**src/core/pst_consts.vh**
```
// Constants shared by the single-phase bus target.
`ifndef PST_CONSTS_VH
`define PST_CONSTS_VH

// ----------------------------------------
// Bus commands on the command/byte-enable lines.
// ----------------------------------------
`define PST_CMD_IO_RD 4'h2
`define PST_CMD_IO_WR 4'h3
`define PST_CMD_MEM_RD 4'h6
`define PST_CMD_MEM_WR 4'h7
`define PST_CMD_CFG_RD 4'ha
`define PST_CMD_CFG_WR 4'hb
`define PST_CMD_MEM_RDM 4'hc
`define PST_CMD_MEM_RDL 4'he
`define PST_CMD_MEM_WRI 4'hf

// ----------------------------------------
// Address space codes on the access port.
// ----------------------------------------
`define PST_SP_NONE 2'h0
`define PST_SP_IO 2'h1
`define PST_SP_MEM 2'h2
`define PST_SP_CFG 2'h3

// ----------------------------------------
// Field positions and reset values.
// ----------------------------------------
`define PST_ALIGN_MSB 1
`define PST_ALIGN_LSB 0
`define PST_RST_BUS 32'h0000_0000
`define PST_RST_NIB 4'hf
`define PST_RST_HIGH 1'b1
`define PST_RST_LOW 1'b0
`define PST_STATE_W 9

`endif

```
**src/core/pst_parity.v**
```verilog
// Even parity generator over a bundle of lines.
`timescale 1ns/1ps
`default_nettype none

module pst_parity #(
   parameter WIDTH = 36
) (
   // Lines covered.
   input wire [WIDTH-1:0] bits_i,
   // Bit that makes the count of ones even.
   output wire par_o
);

   // ----------------------------------------
   // Parity reduction.
   // ----------------------------------------
   assign par_o = ^bits_i;

endmodule // pst_parity

`default_nettype wire

```
**src/core/pst_target.v**
```verilog
// Single-data-phase target for a 32-bit synchronous expansion bus.
//
// Functional notes
// Device is target only, never initiates.
// Master opens with FRAME, address, command.
// Addressed device asserts DEVSEL, TRDY with data.
// Word moves when IRDY and TRDY both low.
// Byte enables select doubleword or word.
// Only first data phase; bursts retried.
// FRAME still low: assert STOP, no data.
// Master restarts remaining data in new transaction.
// Write data may follow address immediately.
// Finished when all four controls deasserted.
// IDSEL in address phase selects configuration.
// Target abort: DEVSEL high with STOP low.
// One DEVSEL clock without TRDY before abort.
// Address parity error aborts, raises system error.
// Byte enables must match low address bits.
// Fast back-to-back transactions are accepted.
// Parity keeps ones count even on 37 lines.
// PAR one clock after phase, error after.
// Data parity error raises parity error indication.
// Undecoded transactions leave DEVSEL deasserted.
`timescale 1ns/1ps
`default_nettype none
`include "pst_consts.vh"

module pst_target #(
   parameter [31:0] IO_BASE = 32'h0000_0300,
   parameter [31:0] IO_MASK = 32'hffff_ffe0,
   parameter [31:0] MEM_BASE = 32'h000d_0000,
   parameter [31:0] MEM_MASK = 32'hffff_0000
) (
   // Clock and reset.
   input wire clk,
   input wire rst_n,
   // Bus inputs.
   input wire frame_n_i,
   input wire irdy_n_i,
   input wire idsel_i,
   input wire [31:0] ad_i,
   input wire [3:0] cbe_n_i,
   input wire par_i,
   // Bus outputs and enables.
   output wire [31:0] ad_o,
   output wire ad_oe_n,
   output wire par_o,
   output wire par_oe_n,
   output wire devsel_n_o,
   output wire trdy_n_o,
   output wire stop_n_o,
   output wire tgt_oe_n,
   // Access port toward the register file.
   output wire acc_rd_o,
   output wire acc_wr_o,
   output wire [1:0] acc_space_o,
   output wire [31:0] acc_addr_o,
   output wire [3:0] acc_be_n_o,
   output wire [31:0] acc_wdata_o,
   input wire [31:0] acc_rdata_i,
   // Internal error indications.
   output wire serr_o,
   output wire perr_o
);

   // ----------------------------------------
   // States, one-hot.
   // ----------------------------------------
   localparam S_IDLE = 0;
   localparam S_CHK = 1;
   localparam S_FETCH = 2;
   localparam S_DATA = 3;
   localparam S_STOP = 4;
   localparam S_ABTW = 5;
   localparam S_ABT = 6;
   localparam S_TURN = 7;
   localparam S_SKIP = 8;
   localparam [8:0] ST_IDLE = 9'h001;
   localparam [8:0] ST_CHK = 9'h002;
   localparam [8:0] ST_FETCH = 9'h004;
   localparam [8:0] ST_DATA = 9'h008;
   localparam [8:0] ST_STOP = 9'h010;
   localparam [8:0] ST_ABTW = 9'h020;
   localparam [8:0] ST_ABT = 9'h040;
   localparam [8:0] ST_TURN = 9'h080;
   localparam [8:0] ST_SKIP = 9'h100;

   // ----------------------------------------
   // Decoding functions.
   // ----------------------------------------
   function [1:0] cmd_space;
      input [3:0] cmd;
      input sel;
      begin
         case (cmd)
            `PST_CMD_IO_RD, `PST_CMD_IO_WR: cmd_space = `PST_SP_IO;
            `PST_CMD_MEM_RD, `PST_CMD_MEM_WR, `PST_CMD_MEM_RDM,
            `PST_CMD_MEM_RDL, `PST_CMD_MEM_WRI: cmd_space = `PST_SP_MEM;
            `PST_CMD_CFG_RD, `PST_CMD_CFG_WR: cmd_space = sel ? `PST_SP_CFG : `PST_SP_NONE;
            default: cmd_space = `PST_SP_NONE;
         endcase
      end
   endfunction

   function cmd_write;
      input [3:0] cmd;
      begin
         cmd_write = (cmd == `PST_CMD_IO_WR) || (cmd == `PST_CMD_MEM_WR) ||
                     (cmd == `PST_CMD_CFG_WR) || (cmd == `PST_CMD_MEM_WRI);
      end
   endfunction

   // Lowest enabled byte must be the one the address points to; low address bits of 3 are always rejected.
   function be_aligned;
      input [1:0] low;
      input [3:0] be_n;
      begin
         case (low)
            2'h0: be_aligned = ~be_n[0];
            2'h1: be_aligned = be_n[0] & ~be_n[1];
            2'h2: be_aligned = be_n[0] & be_n[1] & ~be_n[2];
            default: be_aligned = 1'b0;
         endcase
      end
   endfunction

   // ----------------------------------------
   // Registers.
   // ----------------------------------------
   reg [8:0] state_q;
   reg [8:0] state_d;
   reg frame_last_q;
   reg [31:0] addr_q;
   reg [3:0] cmd_q;
   reg idsel_q;
   reg [3:0] be_q;
   reg [31:0] rdata_q;
   reg [31:0] wdata_q;
   reg [3:0] wbe_q;
   reg wr_q;
   reg wchk_q;
   reg par_q;
   reg par_oe_n_q;
   reg serr_q;
   reg perr_q;

   wire addr_phase;
   wire [1:0] space;
   wire is_write;
   wire hit;
   wire aligned;
   wire addr_par;
   wire data_par;
   wire out_par;
   wire xfer;
   wire addr_par_err;

   // ----------------------------------------
   // Address phase and decode.
   // ----------------------------------------
   // A falling FRAME after a high one opens a transaction; also taken in
   // the turnaround and skip states so back-to-back cycles are not lost.
   assign addr_phase = ~frame_n_i & frame_last_q &
                       (state_q[S_IDLE] | state_q[S_TURN] | state_q[S_SKIP]);
   assign space = cmd_space(cmd_q, idsel_q);
   assign is_write = cmd_write(cmd_q);
   assign hit = (space == `PST_SP_IO) ? ((addr_q & IO_MASK) == IO_BASE) :
                (space == `PST_SP_MEM) ? ((addr_q & MEM_MASK) == MEM_BASE) :
                (space == `PST_SP_CFG);
   assign aligned = be_aligned(addr_q[`PST_ALIGN_MSB:`PST_ALIGN_LSB], cbe_n_i);
   assign addr_par_err = addr_par != par_i;
   assign xfer = state_q[S_DATA] & ~irdy_n_i;

   // ----------------------------------------
   // Parity generators and checkers.
   // ----------------------------------------
   pst_parity #(.WIDTH(36)) u_addr_par (
      .bits_i({addr_q, cmd_q}),
      .par_o(addr_par)
   );

   pst_parity #(.WIDTH(36)) u_data_par (
      .bits_i({wdata_q, wbe_q}),
      .par_o(data_par)
   );

   pst_parity #(.WIDTH(36)) u_out_par (
      .bits_i({rdata_q, cbe_n_i}),
      .par_o(out_par)
   );

   // ----------------------------------------
   // Next state.
   // ----------------------------------------
   always @* begin
      state_d = state_q;
      case (1'b1)
         state_q[S_IDLE], state_q[S_TURN], state_q[S_SKIP]: begin
            if (addr_phase) begin
               state_d = ST_CHK;
            end else if (state_q[S_SKIP] & ~(frame_n_i & irdy_n_i)) begin
               state_d = ST_SKIP;
            end else begin
               state_d = ST_IDLE;
            end
         end
         state_q[S_CHK]: begin
            if (!hit) begin
               state_d = ST_SKIP;
            end else if (addr_par_err || !aligned) begin
               state_d = ST_ABTW;
            end else if (is_write) begin
               state_d = ST_DATA;
            end else begin
               state_d = ST_FETCH;
            end
         end
         state_q[S_FETCH]: begin
            state_d = ST_DATA;
         end
         state_q[S_DATA]: begin
            if (xfer && !frame_n_i) begin
               state_d = ST_STOP;
            end else if (xfer) begin
               state_d = ST_TURN;
            end
         end
         state_q[S_STOP]: begin
            if (frame_n_i) begin
               state_d = ST_TURN;
            end
         end
         state_q[S_ABTW]: begin
            state_d = ST_ABT;
         end
         state_q[S_ABT]: begin
            if (frame_n_i) begin
               state_d = ST_TURN;
            end
         end
         default: begin
            state_d = ST_IDLE;
         end
      endcase
   end

   // ----------------------------------------
   // State and address capture.
   // ----------------------------------------
   always @(posedge clk) begin
      if (!rst_n) begin
         state_q <= ST_IDLE;
         frame_last_q <= `PST_RST_HIGH;
         addr_q <= `PST_RST_BUS;
         cmd_q <= `PST_RST_NIB;
         idsel_q <= `PST_RST_LOW;
         be_q <= `PST_RST_NIB;
      end else begin
         state_q <= state_d;
         frame_last_q <= frame_n_i;
         if (addr_phase) begin
            addr_q <= ad_i;
            cmd_q <= cbe_n_i;
            idsel_q <= idsel_i;
         end
         if (state_q[S_CHK]) begin
            be_q <= cbe_n_i;
         end
      end
   end

   // ----------------------------------------
   // Data movement.
   // ----------------------------------------
   always @(posedge clk) begin
      if (!rst_n) begin
         rdata_q <= `PST_RST_BUS;
         wdata_q <= `PST_RST_BUS;
         wbe_q <= `PST_RST_NIB;
         wr_q <= `PST_RST_LOW;
         wchk_q <= `PST_RST_LOW;
      end else begin
         if (state_q[S_FETCH]) begin
            rdata_q <= acc_rdata_i;
         end
         wr_q <= xfer & is_write;
         wchk_q <= xfer & is_write;
         if (xfer) begin
            wdata_q <= ad_i;
            wbe_q <= cbe_n_i;
         end
      end
   end

   // ----------------------------------------
   // Parity output and error indications.
   // ----------------------------------------
   always @(posedge clk) begin
      if (!rst_n) begin
         par_q <= `PST_RST_LOW;
         par_oe_n_q <= `PST_RST_HIGH;
         serr_q <= `PST_RST_LOW;
         perr_q <= `PST_RST_LOW;
      end else begin
         par_q <= out_par;
         par_oe_n_q <= ad_oe_n;
         serr_q <= state_q[S_CHK] & hit & addr_par_err;
         perr_q <= wchk_q & (data_par != par_i);
      end
   end

   // ----------------------------------------
   // Bus drive.
   // ----------------------------------------
   // Only target signals are driven; there is no request or address
   // drive, so the block never opens a transaction itself.
   assign ad_o = rdata_q;
   assign ad_oe_n = ~(state_q[S_DATA] & ~is_write);
   assign par_o = par_q;
   assign par_oe_n = par_oe_n_q;
   assign devsel_n_o = ~(state_q[S_FETCH] | state_q[S_DATA] | state_q[S_STOP] |
                         state_q[S_ABTW]);
   assign trdy_n_o = ~state_q[S_DATA];
   assign stop_n_o = ~(state_q[S_STOP] | state_q[S_ABT]);
   assign tgt_oe_n = ~(state_q[S_FETCH] | state_q[S_DATA] | state_q[S_STOP] |
                       state_q[S_ABTW] | state_q[S_ABT] | state_q[S_TURN]);

   // ----------------------------------------
   // Access port.
   // ----------------------------------------
   assign acc_rd_o = state_q[S_FETCH];
   assign acc_wr_o = wr_q;
   assign acc_space_o = space;
   assign acc_addr_o = addr_q;
   assign acc_be_n_o = wr_q ? wbe_q : be_q;
   assign acc_wdata_o = wdata_q;
   assign serr_o = serr_q;
   assign perr_o = perr_q;

endmodule // pst_target

`default_nettype wire

```
**config.mk**
```make
export PLATFORM = sky130hd
export DESIGN_NAME = pst_target
export DESIGN_NICKNAME = d
export VERILOG_FILES = /design/src/core/pst_parity.v /design/src/core/pst_target.v
export VERILOG_INCLUDE_DIRS = /design/src /design/src/core
export SDC_FILE = /design/constraint.sdc
export NUM_CORES = 1
export LEC_CHECK = 0
export BUFFER_PORTS_ARGS = -buffer_cell sky130_fd_sc_hd__buf_2
export CAP_MARGIN = 10
export CORE_UTILIZATION = 46
export CTS_BUF_LIST = sky130_fd_sc_hd__clkbuf_16
export DETAILED_ROUTE_END_ITERATION = 10
export PLACE_DENSITY = 0.78
export SLEW_MARGIN = 20
export SYNTH_ARGS = -nofsm -noshare
export SYNTH_HDL_FRONTEND = slang
export SYNTH_HIERARCHICAL = 1
export SYNTH_SLANG_ARGS = --single-unit
```
**constraint.sdc**
```tcl
create_clock -name clk -period 1.8 [get_ports clk]
set_input_delay 0.09 -clock clk [delete_from_list [all_inputs] [get_ports clk]]
set_output_delay 0.09 -clock clk [all_outputs]
set_load 0.005 [all_outputs]
```
Word level (Yosys, flattened, before mapping)
Cells that the tools add are included.
- register bits after elaboration: 124
- bits in latches: 0
- memory bits (writable): 0
- memory bits (read-only): 0
- output and inout bits: 113
- logic and storage cells: 110
- memories kept: 0
- add/subtract/negate cells: 0
- multiply operators: 0
- div/mod/pow operators: 0
- magnitude comparators: 0
- eq/ne operators: 21
- shift-type cells: 0
- multiplexer cells: 22
- bitwise logic cells: 33
- reduce and logical (&&, ||, !) cells: 17
- operators with widths (cell ; number):
    $mux 9 ; 14
    $reduce_xor 36->1 ; 3
    $eq 27x5->1 const B ; 1
    $eq 4x4->1 const B ; 5
    $eq 16x4->1 const B ; 1
    $and 1x1->1 ; 13
    $not 1->1 ; 12
    $eq 4x2->1 const B ; 2
    $eq 4x3->1 const B ; 2
    $mux 4 ; 2
    $or 1x1->1 ; 8
    $ne 7x6->1 const B ; 1
    $eq 2x2->1 const B ; 3
    $mux 6 ; 1
    $ne 6x3->1 const B ; 1
    $ne 6x5->1 const B ; 1
    $pmux 2 s3 ; 1
    $reduce_or 5->1 ; 1
    $eq 2x1->1 const B ; 2
    $logic_or 1x1->1 ; 4
    $reduce_or 2->1 ; 2
    $pmux 1 s3 ; 1
    $reduce_and 3->1 ; 1
    $reduce_or 3->1 ; 1
    other kinds (7) ; 10

Longest topological paths before layout
- word-level depth: 9
- depth in mapped cells: 8

Modules after synthesis
The synthesis kept the hierarchy.
- by module, submodules not included (module ; times used ; cells an instance ; area each (um^2) ; seq. area each (um^2)):
    pst_target ; 1 ; 542 ; 4860.9 ; 2482.4
    pst_parity ; 3 ; 34 ; 311.5 ; 0.0

Worst setup path after synthesis
Ideal clock, no wire load.
- kind: register -> register
- start point: register cmd_q[2]
- end point: register state_q[3]
- library setup time: 101 ps
- arrival: 1863 ps
- data required time: 1699 ps
- slack: -164 ps
- stages on the path, launching flop included: 9
- buffers on the path: 0
- clock period less this slack: 1964 ps
- path through: dfxtp_1 -> xor2_1 -> xnor2_1 -> xnor2_1 -> xnor3_1 -> xnor2_1 -> xnor2_1 -> nand2_1 -> o41ai_1
- elaborated cells on any way between the ends: 29
- RTL lines (what ; RTL line ; RTL):
    start: declaration ; pst_target.v:134 ; reg [3:0] cmd_q;
    start signal: assignment ; pst_target.v:255 ; cmd_q <= `PST_RST_NIB;
    start signal: assignment ; pst_target.v:263 ; cmd_q <= cbe_n_i;
    $reduce_xor 36->1 ; pst_parity.v:17 ; assign par_o = ^bits_i;
    via addr_par ; pst_target.v:152 ; wire addr_par;
    $ne 1x1->1 ; pst_target.v:171 ; assign addr_par_err = addr_par != par_i;
    $logic_or 1x1->1 ; pst_target.v:210 ; end else if (addr_par_err || !aligned) begin
    $mux 6 ; pst_target.v:210 ;
    $mux 9 ; pst_target.v:208 ; if (!hit) begin
    $mux 9 (2 in series) ; pst_target.v:197 ; case (1'b1)
    end signal: assignment ; pst_target.v:259 ; state_q <= state_d;
    end: declaration ; pst_target.v:130 ; reg [8:0] state_q;
The timed path passes the listed nets, and every way through them passes these cells.
A chain may end at the register's enable or synchronous reset.

Worst setup path in the final report
- start point: register cmd_q[0]
- end point: register state_q[3]
Same word-level chain as after synthesis.

==> metrics <==
status finished, violations left; failing checks negative setup slack; CTS Buffer Depth 2; first-pass GRT wire length 26580 um; top-count cell post-synth nand2_1; total negative slack -1.072 ns; share of synthesized registers carrying an async set or reset 0%; largest cells by area after synthesis dfxtp_1 (43%), xnor2_1 (13%), nand2_1 (11%), a21boi_0 (8.2%), mux2i_1 (6.2%); commonest cells in the netlist nand2_1 (166), dfxtp_1 (124), xnor2_1 (88); DP Wirelength 10900 um; Most common cell on crit path xnor2_2; CTS buffer count 17; total wire length 16930 um; clock latency on the worst-skew pair 0.41 ns; Post-Synthesis Cells 644; r2r setup slk -0.27 ns; Yosys Warn Count 6; Routed wire per std cell 15.05 um; Register Area between 0.002 and 0.0025 mm2; final net count 1020; unrepaired setup endpoints after global routing yes; total gr overflow 0; vias per inst about 5; share of layout cells above drive strength 1 31.10%; drt pass-1 iters 4; Final min period 2.066 ns; CP Launch Type register; setup ws final -0.2656 ns; Worst Hold End be_q[1]$_SDFFE_PN1P_; DRC 0; Yosys reg bits 124; initial core utilization approximately 48%; CTS tree yes; Yosys top cell area share 42.83%; CP max-delay cell xnor3_1; CP required 2.12 ns; sequential-to-total area share from yosys stat 42.83%; largest net degree at the start of global routing 81; global route hottest layer met2; post-route ant nets 0; filler instances 912; Synth cell types 41; Main synth FF type dfxtp_1; # rows 40; gr usage total 26.54%; Die W 114.2 um; met1 Usage GRT between 30% and 40%; die area 0.01305 mm2; Final Hold Fails 0; fmax 484.1 MHz; total number of vias 5490; dpl cells 1023; Hold Path Origin cbe_n_i[1]; VDD IR max roughly 670 uV; Port Buffer Count 186; hold_ws 0.06096 ns; clock root buffer clkbuf_16; H-tree depth 4; total I/O pin count 187; slew margin rel. 70.42%; Placer Congestion 0.8599; fin crit share 114.8%; Post-Synthesis Cell Area 0.005796 mm2; Post-Syn Area per Cell 8.999 um2; Crit path largest cell delay 0.47 ns; sequence of cells on the critical path xnor2_4 -> xnor2_2 -> xnor2_1 -> xnor3_1 -> xnor2_2 -> xnor2_2 -> nand2_1 -> o41ai_2; final instance area 0.008538 mm2; met3 GRT Util 7.253%; Vert. Die Dim approximately 110 um; setup violators final 5; Multi-input gate area 0.003209 mm2; Slew Limit Fails 0; drt initial violations between 200 and 300; number of global-route vias before repair 5426; area delta synth->final 47.32%; worst hold stages 4; Tot Pwr 7.047 mW; Hold WC Path Type in -> reg; clock sink count 124; pre-CTS WS -0.3499 ns; LEAKAGE 3.628 nW; reg-to-reg endpoint state_q[3]$_SDFF_PP0_; r2r worst-path depth 8; Placed Area 0.007268 mm2; EDFF count, synth 0; Worst-Margin Slew between 0.4 and 0.5 ns; critical path class reg -> reg; non-filler cells, final between 1000 and 1500; CP Max Fanout 3; syn nets 718; Worst-path clk slew 0.05 ns; crit end category register; initial antenna violation count 1; routing usage on met2 43.80%; fin util 70.21%; most area-hungry cell type in the Yosys netlist dfxtp_1; Reg-to-Reg Start cmd_q[0]$_SDFFE_PN1P_; clock skew roughly 0.0084 ns; core region area between 0.01 and 0.015 mm2; Power Dens Cells 825.3 mW/mm2; CP Data Arrival Time between 2 and 2.5 ns; Max Cap Violations 0
how the worst max path moves through the flow:
| stage | from | slack [ns] | cells after the start | to |
|---|---|---|---|---|
| floorplan | acc_addr_o[24]$_SDFFE_PN0P_ | -0.12 | 8 | state_q[3]$_SDFF_PP0_ |
| CTS | cmd_q[2]$_SDFFE_PN1P_ | -0.31 | 8 | state_q[3]$_SDFF_PP0_ |
| detailed placement | cmd_q[1]$_SDFFE_PN1P_ | -0.35 | 8 | state_q[3]$_SDFF_PP0_ |
| global placement | acc_addr_o[30]$_SDFFE_PN0P_ | -0.25 | 8 | state_q[3]$_SDFF_PP0_ |
| finish | cmd_q[0]$_SDFFE_PN1P_ | -0.27 | 8 | state_q[3]$_SDFF_PP0_ |
| global route | cmd_q[2]$_SDFFE_PN1P_ | -0.36 | 8 | state_q[3]$_SDFF_PP0_ |
state kept, by name, summed over array words and instances (netlist names):
register and flops:
acc_addr_o 32, acc_wdata_o 32, ad_o 32, be_q 4
cmd_q 4, frame_last_q 1, idsel_q 1, par_o 1
par_oe_n 1, perr_o 1, serr_o 1, state_q 9
wbe_q 4, wchk_q 1
repair_timing:
| item | in CTS | in global routing |
|---|---|---|
| pin swaps | 9 | 4 |
| setup endpoints to repair | 5 | 5 |
| hold buffers | 69 | 0 |
| gates resized for setup | 5 | 8 |
| buffers inserted | 2 | 1 |
| endpoints found under the hold margin | 109 | 0 |
cell families after synthesis:
| group | share of synthesized area (%) |
|---|---|
| multiplexers | 6.995 |
| AND/OR/NAND/NOR | 19.73 |
| flip-flops | 42.83 |
| buffers and inverters | 3.195 |
| XOR/XNOR | 16.43 |
| AO/OA/AOI/OAI | 10.82 |
placed cells by master (no fill, tap or decap), drive strengths merged, types with 6 or more instances in the layout:
cell type	count
a21boi	65
buf	248
clkbuf	17
clkinv	7
dfxtp	124
dlygate4sd3	69
inv	7
mux2i	36
nand2	166
nand2b	8
nand3	9
nor2	13
nor2b	33
o21ai	6
xnor2	88
xor2	13
cell type report:
class,instances,area share (%)
tap,168,2.462
timing repair buffer,317,25.03
multi-input combinational,483,37.59
inverter,3,0.1319
clock buffer,17,4.982
antenna,2,0.05862
sequential,124,29.24
clock inverter,11,0.5129
critical path: cells and delay by family, from the launching register on:
kind / cells / cell delay, ns
AO/OA/AOI/OAI: 1 / 0.19
flip-flops: 1 / 0.34
AND/OR/NAND/NOR: 1 / 0.10
XOR/XNOR: 6 / 1.34
power by group:
group | internal, mW | switching (mW)
clock network | 1.67 | 1.09
logic | 0.814 | 0.596
registers | 2.82 | 0.0568
total | 5.30 | 1.75
metal layers:
layer	part of all wire, %	wire [um]
met5	0	0
met4	3.9	658
met3	5.1	859
met1	42	7179
met2	49	8229
Power figures use the tool's default switching activity.
